$ cat src/inc/fcl_pkg.sv
// Package of constants for the embedded flash controller command logic
package fcl_pkg;
   // ------------------------------------------------------------------
   // Organisation
   // ------------------------------------------------------------------
   localparam int PAGE_BYTES      = 256;
   localparam int PAGES_SINGLE    = 2048;
   localparam int PAGES_PER_BANK  = 1024;
   localparam int PAGE_AW         = 11;
   localparam int LOCK_REGIONS    = 16;
   localparam int LOCK_PAGES      = 128;
   localparam int WBUF_BYTES      = 128;
   localparam int WBUF_WORDS      = WBUF_BYTES / 4;
   localparam int WBUF_AW         = 5;
   localparam int NVB_SINGLE      = 2;
   localparam int NVB_DUAL        = 3;
   // ------------------------------------------------------------------
   // Register offsets (byte addresses)
   // ------------------------------------------------------------------
   localparam logic [11:0] OFF_MODE   = 12'h000;
   localparam logic [11:0] OFF_CMD    = 12'h004;
   localparam logic [11:0] OFF_STAT   = 12'h008;
   localparam logic [11:0] OFF_RESULT = 12'h00c;
   localparam logic [11:0] OFF_LOCKS  = 12'h010;
   localparam logic [11:0] OFF_NVBITS = 12'h014;
   localparam logic [11:0] OFF_BOOT   = 12'h018;
   localparam logic [11:0] OFF_UID0   = 12'h020;
   localparam logic [11:0] OFF_CAL    = 12'h030;
   localparam logic [11:0] OFF_WBUF   = 12'h100;
   // ------------------------------------------------------------------
   // Field layout
   // ------------------------------------------------------------------
   localparam int MODE_WS_LSB   = 0;
   localparam int MODE_WS_W     = 4;
   localparam int MODE_WIDE_BIT = 8;
   localparam int CMD_KEY_LSB   = 24;
   localparam int CMD_ARG_LSB   = 8;
   localparam logic [7:0] CMD_KEY = 8'h5a;
   localparam int STAT_READY    = 0;
   localparam int STAT_CMDERR   = 1;
   localparam int STAT_LOCKERR  = 2;
   localparam int STAT_IRQ      = 3;
   localparam logic [3:0]  MODE_WS_RST  = 4'h0;
   localparam logic        MODE_WIDE_RST = 1'b1;
   localparam logic [31:0] CAL_VALUE    = 32'h0000_0000;  // Arbitrary factory value
   localparam logic [127:0] UID_VALUE   = 128'h0123_4567_89ab_cdef_fedc_ba98_7654_3210; // Arbitrary
   localparam logic [31:0] DEV_ID       = 32'h0000_0001;  // Arbitrary identity value
   // ------------------------------------------------------------------
   // Timing: slow clock and erase pin debounce
   // ------------------------------------------------------------------
   localparam int CLK_HZ        = 50_000_000;
   localparam int SLOW_HZ       = 32_768;
   localparam int SLOW_DIV      = CLK_HZ / SLOW_HZ;
   localparam int ERASE_IGN_MS  = 100;
   localparam int ERASE_ACT_MS  = 220;
   localparam int ERASE_HOLD_MS = 200;
   localparam int ERASE_IGN_TK  = (ERASE_IGN_MS * SLOW_HZ) / 1000;
   localparam int ERASE_ACT_TK  = (ERASE_ACT_MS * SLOW_HZ + 999) / 1000;
   localparam int PROG_CYCLES   = 64;
   localparam int ERASE_CYCLES  = 128;
   // ------------------------------------------------------------------
   // Commands
   // ------------------------------------------------------------------
   typedef enum logic [3:0] {
      FCL_GET_DESC  = 4'h0,
      FCL_WRITE_PG  = 4'h1,
      FCL_ERASE_PG  = 4'h2,
      FCL_ERASE_ALL = 4'h3,
      FCL_SET_LOCK  = 4'h4,
      FCL_CLR_LOCK  = 4'h5,
      FCL_SET_NVB   = 4'h6,
      FCL_CLR_NVB   = 4'h7
   } fcl_cmd_t;
endpackage : fcl_pkg

$ cat src/design/fcl_wbuf.sv
// Write buffer memory with registered read data
`timescale 1ns/1ps
module fcl_wbuf #(
   parameter int DW = 32,
   parameter int AW = 5
) (
   input  wire logic          clk,
   input  wire logic          we,
   input  wire logic [AW-1:0] waddr,
   input  wire logic [DW-1:0] wdata,
   input  wire logic [AW-1:0] raddr,
   output logic      [DW-1:0] rdata
);
   logic [DW-1:0] mem [2**AW];

   always_ff @(posedge clk) begin
      if (we) begin
         mem[waddr] <= wdata;
      end
      rdata <= mem[raddr];
   end
endmodule : fcl_wbuf

$ cat src/design/fcl_ctrl.sv
// Flash controller: APB user interface, command sequencer, locks and NV bits
//
// The address map and the APB register port were left to the implementer.
`timescale 1ns/1ps
module fcl_ctrl
   import fcl_pkg::*;
#(
   parameter bit DUAL_BANK     = 1'b0,
   parameter int SLOW_DIVIDE   = SLOW_DIV,
   parameter int ERASE_IGN     = ERASE_IGN_TK,
   parameter int ERASE_ACT     = ERASE_ACT_TK
) (
   input  wire logic        pclk,
   input  wire logic        presetn,
   input  wire logic        psel,
   input  wire logic        penable,
   input  wire logic        pwrite,
   input  wire logic [11:0] paddr,
   input  wire logic [31:0] pwdata,
   output logic      [31:0] prdata,
   output logic             pready,
   output logic             pslverr,
   input  wire logic        erase_pin,
   input  wire logic        read_req,
   input  wire logic        read_bank,
   output logic             read_grant,
   output logic             busy,
   output logic             irq,
   output logic             secure,
   output logic             boot_flash,
   output logic             boot_bank1,
   output logic             rom_at_zero,
   output logic             wide_read,
   output logic [3:0]       wait_states,
   output logic             prog_we,
   output logic             prog_bank,
   output logic [PAGE_AW-1:0] prog_page,
   output logic [4:0]       prog_word,
   output logic [31:0]      prog_data,
   output logic             erase_en,
   output logic             erase_all
);
   // ------------------------------------------------------------------
   // Elaboration checks
   // ------------------------------------------------------------------
   if (SLOW_DIVIDE < 1 || SLOW_DIVIDE > 65536 || ERASE_IGN < 1 ||
       ERASE_ACT <= ERASE_IGN || ERASE_ACT > 65535) begin : g_chk
      $error("fcl_ctrl: bad debounce parameters");
   end

   localparam int NVB = DUAL_BANK ? NVB_DUAL : NVB_SINGLE;

   typedef enum logic [2:0] {
      ST_IDLE  = 3'b000,
      ST_PROG  = 3'b001,
      ST_ERASE = 3'b010,
      ST_DONE  = 3'b011
   } fcl_state_t;

   // Lock region of a page number, independent of bank split
   function automatic logic [3:0] lock_region(input logic [PAGE_AW-1:0] pg);
      lock_region = pg[PAGE_AW-1 -: 4];
   endfunction : lock_region

   // Word-aligned register address decode
   function automatic logic hit(input logic [11:0] a, input logic [11:0] off);
      hit = (a[11:2] == off[11:2]);
   endfunction : hit

   fcl_state_t           state_q;
   logic [3:0]           ws_q;
   logic                 wide_q;
   logic [15:0]          locks_q;
   logic [2:0]           nvb_q;
   logic                 cmderr_q;
   logic                 lockerr_q;
   logic                 done_q;
   logic [31:0]          result_q;
   logic [PAGE_AW-1:0]   page_q;
   logic                 is_all_q;
   logic [7:0]           cnt_q;
   logic [4:0]           pw_q;
   logic                 erase_arm_q;
   logic [15:0]          div_q;
   logic                 slow_tick;
   logic [15:0]          deb_q;
   logic                 erase_evt;
   logic                 pin_full_erase;

   wire wr_en = psel & penable & pwrite;
   wire rd_en = psel & penable & ~pwrite;
   wire cmd_wr = wr_en & hit(paddr, OFF_CMD) & (pwdata[31:CMD_KEY_LSB] == CMD_KEY);
   wire [3:0] cmd_op = pwdata[3:0];
   wire [PAGE_AW-1:0] cmd_arg = pwdata[CMD_ARG_LSB +: PAGE_AW];
   wire wbuf_wr = wr_en & (paddr[11:7] == OFF_WBUF[11:7]) & (state_q == ST_IDLE);

   // ------------------------------------------------------------------
   // APB slave: zero wait states, unmapped access errors
   // ------------------------------------------------------------------
   logic mapped;
   always_comb begin
      mapped = hit(paddr, OFF_MODE) | hit(paddr, OFF_CMD) | hit(paddr, OFF_STAT) |
               hit(paddr, OFF_RESULT) | hit(paddr, OFF_LOCKS) | hit(paddr, OFF_NVBITS) |
               hit(paddr, OFF_BOOT) | (paddr[11:4] == OFF_UID0[11:4]) |
               hit(paddr, OFF_CAL) | (paddr[11:7] == OFF_WBUF[11:7]);
   end
   assign pready  = 1'b1;
   assign pslverr = psel & penable & ~mapped;

   always_ff @(posedge pclk or negedge presetn) begin
      if (!presetn) begin
         prdata <= 32'h0000_0000;
      end else if (psel & ~penable & ~pwrite) begin
         prdata <= 32'h0000_0000;
         if (hit(paddr, OFF_MODE))   prdata <= {23'h0, wide_q, 4'h0, ws_q};
         if (hit(paddr, OFF_STAT))   prdata <= {28'h0, irq, lockerr_q, cmderr_q, ~busy};
         if (hit(paddr, OFF_RESULT)) prdata <= result_q;
         if (hit(paddr, OFF_LOCKS))  prdata <= {16'h0, locks_q};
         if (hit(paddr, OFF_NVBITS)) prdata <= {29'h0, nvb_q};
         if (hit(paddr, OFF_BOOT))   prdata <= {29'h0, rom_at_zero, boot_bank1, boot_flash};
         if (paddr[11:4] == OFF_UID0[11:4])
            prdata <= UID_VALUE[32*paddr[3:2] +: 32];
         if (hit(paddr, OFF_CAL))    prdata <= CAL_VALUE;
      end
   end

   // ------------------------------------------------------------------
   // Mode register: wait states and read width
   // ------------------------------------------------------------------
   always_ff @(posedge pclk or negedge presetn) begin
      if (!presetn) begin
         ws_q   <= MODE_WS_RST;
         wide_q <= MODE_WIDE_RST;
      end else if (wr_en && hit(paddr, OFF_MODE)) begin
         ws_q   <= pwdata[MODE_WS_LSB +: MODE_WS_W];
         wide_q <= pwdata[MODE_WIDE_BIT];
      end
   end
   assign wide_read   = wide_q;
   assign wait_states = ws_q;

   // ------------------------------------------------------------------
   // Slow clock enable and erase pin debounce
   // ------------------------------------------------------------------
   always_ff @(posedge pclk or negedge presetn) begin
      if (!presetn) begin
         div_q <= 16'h0000;
      end else if (div_q == 16'(SLOW_DIVIDE - 1)) begin
         div_q <= 16'h0000;
      end else begin
         div_q <= div_q + 16'h0001;
      end
   end
   assign slow_tick = (div_q == 16'(SLOW_DIVIDE - 1));

   always_ff @(posedge pclk or negedge presetn) begin
      if (!presetn) begin
         deb_q <= 16'h0000;
      end else if (!erase_pin) begin
         deb_q <= 16'h0000;
      end else if (slow_tick && deb_q != 16'(ERASE_ACT)) begin
         deb_q <= deb_q + 16'h0001;
      end
   end
   // Fires once when the pin has been high past the action threshold
   assign erase_evt = slow_tick & erase_pin & (deb_q == 16'(ERASE_ACT - 1));

   // ------------------------------------------------------------------
   // Lock bits
   // ------------------------------------------------------------------
   wire lock_hit = locks_q[lock_region(cmd_arg)];
   wire cmd_ok   = cmd_wr & (state_q == ST_IDLE);

   always_ff @(posedge pclk or negedge presetn) begin
      if (!presetn) begin
         locks_q <= 16'h0000;
      end else if (erase_evt) begin
         locks_q <= 16'h0000;
      end else if (cmd_ok && cmd_op == FCL_SET_LOCK) begin
         locks_q[lock_region(cmd_arg)] <= 1'b1;
      end else if (cmd_ok && cmd_op == FCL_CLR_LOCK) begin
         locks_q[lock_region(cmd_arg)] <= 1'b0;
      end
   end

   // ------------------------------------------------------------------
   // General non-volatile configuration bits
   // ------------------------------------------------------------------
   wire [1:0] nv_idx = pwdata[CMD_ARG_LSB +: 2];
   wire       nv_ok  = 32'(nv_idx) < NVB;

   always_ff @(posedge pclk or negedge presetn) begin
      if (!presetn) begin
         nvb_q <= 3'b000;
      end else if (erase_evt) begin
         nvb_q[2:1] <= 2'b00;
      end else if (pin_full_erase) begin
         nvb_q[0] <= 1'b0;
      end else if (cmd_ok && nv_ok && cmd_op == FCL_SET_NVB) begin
         nvb_q[nv_idx] <= 1'b1;
      end else if (cmd_ok && nv_ok && cmd_op == FCL_CLR_NVB && nv_idx != 2'd0) begin
         nvb_q[nv_idx] <= 1'b0;
      end
   end
   assign secure      = nvb_q[0];
   assign boot_flash  = nvb_q[1];
   assign boot_bank1  = DUAL_BANK & nvb_q[2];
   assign rom_at_zero = ~nvb_q[1];

   // ------------------------------------------------------------------
   // Command sequencer
   // ------------------------------------------------------------------
   wire needs_lock = (cmd_op == FCL_WRITE_PG) | (cmd_op == FCL_ERASE_PG);
   wire [PAGE_AW-1:0] max_pg = PAGE_AW'(PAGES_SINGLE - 1);

   always_ff @(posedge pclk or negedge presetn) begin
      if (!presetn) begin
         state_q  <= ST_IDLE;
         page_q   <= '0;
         is_all_q <= 1'b0;
         cnt_q    <= 8'h00;
         pw_q     <= 5'h00;
         result_q <= 32'h0000_0000;
      end else begin
         case (state_q)
            ST_IDLE: begin
               if (erase_evt) begin
                  is_all_q <= 1'b1;
                  cnt_q    <= 8'(ERASE_CYCLES - 1);
                  state_q  <= ST_ERASE;
               end else if (cmd_ok && !(needs_lock && lock_hit) && cmd_arg <= max_pg) begin
                  page_q <= cmd_arg;
                  pw_q   <= 5'h00;
                  case (cmd_op)
                     FCL_WRITE_PG: begin
                        cnt_q   <= 8'(WBUF_WORDS - 1);
                        state_q <= ST_PROG;
                     end
                     FCL_ERASE_PG, FCL_ERASE_ALL: begin
                        is_all_q <= (cmd_op == FCL_ERASE_ALL);
                        cnt_q    <= 8'(ERASE_CYCLES - 1);
                        state_q  <= ST_ERASE;
                     end
                     FCL_GET_DESC: begin
                        result_q <= {DEV_ID[7:0], 4'(LOCK_REGIONS - 1), DUAL_BANK,
                                     3'(NVB), 16'(PAGES_SINGLE)};
                     end
                     default: begin
                     end
                  endcase
               end
            end
            ST_PROG: begin
               pw_q <= pw_q + 5'h01;
               if (cnt_q == 8'h00) state_q <= ST_DONE;
               else cnt_q <= cnt_q - 8'h01;
            end
            ST_ERASE: begin
               if (cnt_q == 8'h00) state_q <= ST_DONE;
               else cnt_q <= cnt_q - 8'h01;
            end
            ST_DONE: begin
               is_all_q <= 1'b0;
               state_q  <= ST_IDLE;
            end
            default: state_q <= ST_IDLE;
         endcase
      end
   end

   // Security clears when a full erase finishes after an erase pin event, whether the pin started it or it was already running
   always_ff @(posedge pclk or negedge presetn) begin
      if (!presetn) begin
         erase_arm_q <= 1'b0;
      end else if (erase_evt) begin
         erase_arm_q <= 1'b1;
      end else if (state_q == ST_DONE) begin
         erase_arm_q <= 1'b0;
      end
   end
   assign pin_full_erase = erase_arm_q & is_all_q & (state_q == ST_DONE);

   assign busy = (state_q != ST_IDLE);

   // ------------------------------------------------------------------
   // Status flags: set wins over clear-on-read
   // ------------------------------------------------------------------
   wire stat_rd = rd_en & hit(paddr, OFF_STAT);
   wire lock_viol = cmd_ok & needs_lock & lock_hit;
   always_ff @(posedge pclk or negedge presetn) begin
      if (!presetn) begin
         lockerr_q <= 1'b0;
         cmderr_q  <= 1'b0;
         done_q    <= 1'b0;
      end else begin
         lockerr_q <= lock_viol | (lockerr_q & ~stat_rd);
         cmderr_q  <= (cmd_wr & busy) | (cmd_ok & cmd_arg > max_pg) |
                      (cmderr_q & ~stat_rd);
         done_q    <= (state_q == ST_DONE) | (done_q & ~stat_rd);
      end
   end
   assign irq = lockerr_q | done_q;

   // ------------------------------------------------------------------
   // Array programming path and bank arbitration
   // ------------------------------------------------------------------
   logic [31:0] wb_rdata;
   fcl_wbuf #(.DW(32), .AW(WBUF_AW)) u_wbuf (
      .clk   (pclk),
      .we    (wbuf_wr),
      .waddr (paddr[WBUF_AW+1:2]),
      .wdata (pwdata),
      .raddr (pw_q),
      .rdata (wb_rdata)
   );

   logic prog_we_q;
   logic [4:0] prog_word_q;
   always_ff @(posedge pclk or negedge presetn) begin
      if (!presetn) begin
         prog_we_q   <= 1'b0;
         prog_word_q <= 5'h00;
      end else begin
         prog_we_q   <= (state_q == ST_PROG);
         prog_word_q <= pw_q;
      end
   end
   assign prog_we   = prog_we_q;
   assign prog_word = prog_word_q;
   assign prog_data = wb_rdata;
   assign prog_page = page_q;
   assign prog_bank = DUAL_BANK & page_q[PAGE_AW-1];
   assign erase_en  = (state_q == ST_ERASE);
   assign erase_all = is_all_q;

   // Reads are granted only to the bank not being programmed or erased
   assign read_grant = read_req & (~busy | (DUAL_BANK & ~is_all_q &
                       (read_bank != prog_bank)));
endmodule : fcl_ctrl

$ cat config.mk
export PLATFORM = sky130hd
export DESIGN_NAME = fcl_ctrl
export DESIGN_NICKNAME = d
export VERILOG_FILES = /design/src/inc/fcl_pkg.sv /design/src/design/fcl_wbuf.sv /design/src/design/fcl_ctrl.sv
export SDC_FILE = /design/constraint.sdc
export NUM_CORES = 1
export LEC_CHECK = 0
export BUFFER_PORTS_ARGS = -buffer_cell sky130_fd_sc_hd__buf_2
export CAP_MARGIN = 20
export CORE_UTILIZATION = 45
export DETAILED_ROUTE_END_ITERATION = 10
export PLACE_DENSITY = 0.74
export SLEW_MARGIN = 10
export SYNTH_ARGS = -nofsm -noshare
export SYNTH_HDL_FRONTEND = slang
export SYNTH_SLANG_ARGS = --single-unit
$ cat constraint.sdc
create_clock -name pclk -period 3.7 [get_ports pclk]
set_clock_uncertainty 0.15 [all_clocks]
set_input_delay 0.555 -clock pclk [delete_from_list [all_inputs] [get_ports pclk]]
set_output_delay 0.555 -clock pclk [all_outputs]
set_load 0.03 [all_outputs]
; Word level (Yosys, flattened, before mapping)
; Memories as Yosys holds them, arrays and structs flattened. A register that Yosys moved wholly into a read port is not among the register bits.
; Cells that the tools add are included.
[classes]
addsub = 4
n_lt_le_gt_ge = 7
eq_ne = 32
shift = 1
mux = 46
n_bitwise = 52
n_reduce_logical = 37
[ops]
columns = operator, count
row1 = 32-bit two-way mux, 7
row2 = "128-bit by 8-bit indexed part select with 32-bit output, first input constant", 1
row3 = 16-bit two-way mux, 6
row4 = "16-bit by 1-bit adder with 16-bit output, second input constant", 2
row5 = 8-bit case mux with 2 select lines, 2
row6 = "10-bit by 3-bit equality test with 1-bit output, second input constant", 3
row7 = 1-bit AND, 24
row8 = 8-bit two-way mux, 3
row9 = "10-bit by 2-bit equality test with 1-bit output, second input constant", 2
row10 = 16-bit AND, 1
row11 = "16-bit by 11-bit equality test with 1-bit output, second input constant", 1
row12 = "16-bit by 13-bit equality test with 1-bit output, second input constant", 1
row13 = "4-bit by 3-bit equality test with 1-bit output, second input constant", 4
row14 = "16-bit by 13-bit inequality test with 1-bit output, second input constant", 1
row15 = 16-bit NOT, 1
row16 = 16-bit OR, 1
row17 = 3-bit two-way mux, 5
row18 = 1-bit OR, 15
row19 = 1-bit logical AND, 13
row20 = 3-bit case mux with 2 select lines, 2
row21 = 3-bit AND reduction, 4
row22 = 3-bit nonzero test, 4
row23 = "11-bit > comparator, second input constant", 1
row24 = "11-bit less-or-equal comparator, second input constant", 1
row25 = 42 further kinds, 74
[totals]
ff_bits = 127
ram_bits = 1024
in_bits = 52
out_inout_bits = 98
word_cells = 200
n_memories = 1
[memory_table]
columns = memory, depth, word_bits, read_ports, rd_ports_with_merged_regs, wr, line
row1 = u_wbuf.mem, 32, 32, 1, 1, 1, fcl_wbuf.sv:14  ; logic [DW-1:0] mem [2**AW];

; Depth between registers and ports, before layout
[logic_depth]
word_depth = 12
depth_mapped = 11
depth_no_buf = 8

; Hierarchy
; A second synthesis with hierarchy kept.
[unflattened]
cells_unflattened = 2936
hier_area_um2 = 46839.9
[by_module_without_submodules]
columns = mod, n_inst, cells_per_inst, area_each_um2, seq_area_each_um2
row1 = fcl_wbuf, 1, 2260, 40492.6, 31390.1
row2 = fcl_ctrl, 1, 676, 6347.3, 2904.0

; Least setup slack after synthesis
; No wires, ideal clock.
[synth_path]
kind = in2reg
from = input paddr[7]
to = memory u_wbuf.mem[15][0] (enable)
setup_time_ns = 0.421
arrival_ns = 3.046
t_required_ns = 3.129
setup_slack_ns = 0.082
path_stages = 4
n_path_buf = 0
path_cell_list = or4_4 nor3_1 nand2_1 nor2_1
[synth_between]
elab_chain_len = 5
[synth_lines]
columns = element, line
row1 = from (decl), fcl_ctrl.sv:18  ; input wire logic [11:0] paddr,
row2 = 5-bit by 2-bit equality test with 1-bit output, fcl_ctrl.sv:95  ; wire wbuf_wr = wr_en & (paddr[11:7] == OFF_WBUF[11:7]) & (state_q == ST_IDLE);
row3 = 1-bit AND (2 in a row), fcl_ctrl.sv:95
row4 = 1-bit two-way mux, fcl_wbuf.sv:17  ; if (we) begin
row5 = 1-bit two-way mux (not written as such), fcl_wbuf.sv:18  ; mem[waddr] <= wdata;
row6 = to (decl), fcl_wbuf.sv:14
; No other way between the ends.

; Final worst setup path
[layout_path]
from = input paddr[3]
to = output pslverr
[layout_between]
elab_chain_len = 12
elab_cells_between_ends = 19
classes_between = eq/ne (7) / bitwise (11) / reduce/logical (1)
[layout_lines]
columns = element, line
row1 = 10-bit by 1-bit equality test with 1-bit output / 10-bit zero test (equally long branches), fcl_ctrl.sv:67  ; hit = (a[11:2] == off[11:2]);
row2 = 1-bit OR (3 in a row), fcl_ctrl.sv:102  ; mapped = hit(paddr, OFF_MODE) | hit(paddr, OFF_CMD) | hit(paddr, OFF_STAT) |
row3 = 1-bit OR (3 in a row), fcl_ctrl.sv:103  ; hit(paddr, OFF_RESULT) | hit(paddr, OFF_LOCKS) | hit(paddr, OFF_NVBITS) |
row4 = 1-bit OR, fcl_ctrl.sv:104  ; hit(paddr, OFF_BOOT) | (paddr[11:4] == OFF_UID0[11:4]) |
row5 = 1-bit OR (*), fcl_ctrl.sv:104
row6 = 1-bit OR (*), fcl_ctrl.sv:105  ; hit(paddr, OFF_CAL) | (paddr[11:7] == OFF_WBUF[11:7]);
row7 = 1-bit NOT (*), fcl_ctrl.sv:108  ; assign pslverr = psel & penable & ~mapped;
row8 = 1-bit AND (*), fcl_ctrl.sv:108
row9 = to (decl), fcl_ctrl.sv:22  ; output logic pslverr,
; Every way passes the cells marked *; elsewhere a longest branch is shown, timed or not.

==> impl_metrics.ini <==
[floorplanning]
ios = 150
initial_core_util_pct = 45.7
num_rows = 116
dieArea_mm2 = 0.103
coreArea_mm2 = 0.101
die_w_um = 321
die_h_um = 321

[critical_path]
crit_type = primary input to output pin
worstSetupStartpoint = paddr[3]
cp_max_fo = 6
cp-start-kind = primary input
arrival_ns = 2.72
critPathCaptureType = output pin
reg2regPathDepth = 6
critPathRequiredTime_ns = 2.99
r2r-start = div_q[9]

[finish]
final_nets = 2518
fin_area_mm2 = 0.0531
multi_input_area_mm2 = 0.0112
register_area_mm2 = 0.0343
layout-drive-gt1-share_pct = 33.2
final_cell_mix = edfxtp_1, mux4_2, buf_2
syn_to_final_growth_pct = 15.6
final.fill_count = 7638
final_common_cell = edfxtp_1

[power]
power.share.sequential_pct = 42.9
combPwrFrac_pct = 25.0
p_leak_nw = 17.5
power.internal_mw = 25.6
ir_drop_uv = 403
swShare_pct = 27.6
p_per_area_mw_per_mm2 = 667
p_sw_mw = 9.77
pwr-share-clk_pct = 32.2

[synth]
yosys_warnings = 0
synth-edff-count = 1024
synth_area_leaders = edfxtp_1, mux4_2, dfrtp_1
ys.flop_type = edfxtp_1
synth_top_area_share_pct = 66.9
synth.yosys.seq_area_share_pct = 74.7
synth_largest_area_cell = edfxtp_1
yosysUniqueCellTypes = 74
async_reset_ff_share_pct = 9.90
ys_ff_latch = 1172
synthCells = 2203
syn-mean-instance-area_um2 = 20.8
syn_area_mm2 = 0.0459

[grt]
grt_pass1_vias = 24300
grtUsageTotal_pct = 22.3
grt_pass1_wl_um = 165000
grt_max_degree = 72
grt_antenna_before_repair = 11
grt_overflow = 0

[detailed_routing]
vias_per_cell = 6.00
drtIter0Drc = 2947
finalWirelength_um = 114000
drc = 0
dr.pass1.iters = 6
ant_nets = 0
num_vias = 23500
wl_per_cell_um = 29.2

[worst_hold_path]
holdPathStages = 3
hold_path.class = primary input to register
holdCritStartpoint = pwrite

[sta]
grt_setup_unrepaired = no
finalSetupViolCount = 0
worst_slew_pin_slew_ns = 0.923
period_share_pct = 92.6
slew_violations = 0
relSlewSlack_pct = 38.5
tns_ns = 0
maxClockFrequency_mhz = 292
layout_min_cycle_time_ns = 3.43
hold_violations = 0

[placement]
placed_area_mm2 = 0.0494
dp.final_hpwl_um = 61800
place.gp.congestion = 0.859
port-buffer-count = 143

[clocking]
max-clock-path-buffers = 3
cts_made_buffers = 110
clock_latency_ns = 0.72
htreeDepth = 3
cts_tree = yes
clk_pin_slew_ns = 0.06
cts.sinks = 1172
cts_root_buf = clkbuf_16

[flow_run]
drv_cap = 0

[status]
status = completed
Yosys cell counts (10+ instances only):
cell and number:
xor2_1 16, inv_1 23, o21ai_0 61, buf_2 29, dfxtp_1 32, clkbuf_1 63
mux4_2 323, nand2_1 80, nand3_1 29, dfrtp_1 115, and2_1 32, xnor2_1 10
edfxtp_1 1024, a21oi_1 25, nand2b_1 15, nor3_1 14, mux2_2 53, nor2_1 72
buf_4 15, ha_1 16
metal layers:
metal / global-route usage (%) / up-vias / wire, um
met3: 4.40 / 195 / 11900
li1: - / 9548 / -
met5: 0.426 / - / 71
met4: 6.03 / 6 / 2750
met1: 31.5 / 12400 / 44500
met2: 35.5 / 1350 / 54800
power by group through the flow:
| stage | Combinational, mW | Clock (mW) | Sequential, mW |
|---|---|---|---|
| 2_1_floorplan | 5.98 | 0 | 15.5 |
| 3_3_place_gp | 8.73 | 0 | 15.4 |
| 3_5_place_dp | 8.82 | 0 | 15.4 |
| 4_1_cts | 8.96 | 11.6 | 15.2 |
| 5_1_grt | 9.41 | 12.1 | 15.2 |
| 6_report | 8.84 | 11.4 | 15.2 |
critical path: stages:
cell and delay (ns):
dlygate4sd3_1 0.51, buf_2 0.16, inv_1 0.08, ha_1 0.27
inv_1 0.19, nand2_1 0.11, o31a_1 0.28, a211oi_1 0.29
buf_2 0.27
final cells by class:
| class | count | share of cell area, % |
|---|---|---|
| diodes | 3 | 0.0141 |
| clock buffers | 142 | 5.55 |
| clock inverters | 67 | 1.38 |
| inverters | 23 | 0.163 |
| multi-input cells | 891 | 21.2 |
| flip-flops and latches | 1172 | 64.6 |
| well taps | 1357 | 3.20 |
| repair buffers | 252 | 3.87 |
sequential cells by signal (all words and copies together) (netlist names), 2 cells and up:
signal        count
u_wbuf.mem     1024
prog_page        11
pw_q              5
div_q            16
locks_q          16
prog_word         5
u_wbuf.rdata     32
wait_states       4
cnt_q             8
deb_q            16
state_q           2
nvb_q             3
prdata           22
per-stage QoR:
step	instances	util [%]	power, mW	hold WS (ns)	setup slack [ns]
after floorplan	2204	-	21.5	0.109	0.0824
after global placement	3693	49.1	24.2	0.309	0.0840
after detailed placement	3693	49.1	24.3	0.319	0.0497
after CTS	3904	52.8	35.7	0.0223	0.313
after global routing	3904	52.8	36.7	0.0535	0.172
final	3907	52.8	35.4	0.0664	0.273
what timing repair did:
action,in CTS,in global routing
hold endpoints to repair,52,0
gates resized for setup,0,0
buffers inserted,0,0
hold buffers,2,0
worst paths after layout:
kind                           endpoint  slack [ns]
min in group asynchronous  prog_page[7]        0.40
max in group asynchronous    prdata[13]        2.13
min                            cmderr_q        0.07
max reg2reg                   deb_q[13]        0.55
min reg2reg                  prdata[15]        0.34
max                             pslverr        0.27
cells by family (layout without fill, tap and decap cells):
| logic type | Yosys count | in the layout | synth area share [%] |
|---|---|---|---|
| AND/OR/NAND/NOR | 321 | 321 | 3.79 |
| flip-flops | 1172 | 1172 | 74.7 |
| other | 2 | 6 | 0.0164 |
| AO/OA/AOI/OAI | 138 | 138 | 1.83 |
| XOR/XNOR | 26 | 26 | 0.496 |
| multiplexers | 387 | 387 | 17.4 |
| adder cells (fa/ha/maj) | 16 | 16 | 0.436 |
| buffers and inverters | 141 | 484 | 1.37 |
Note: power is estimated with default switching activity, not from simulation.
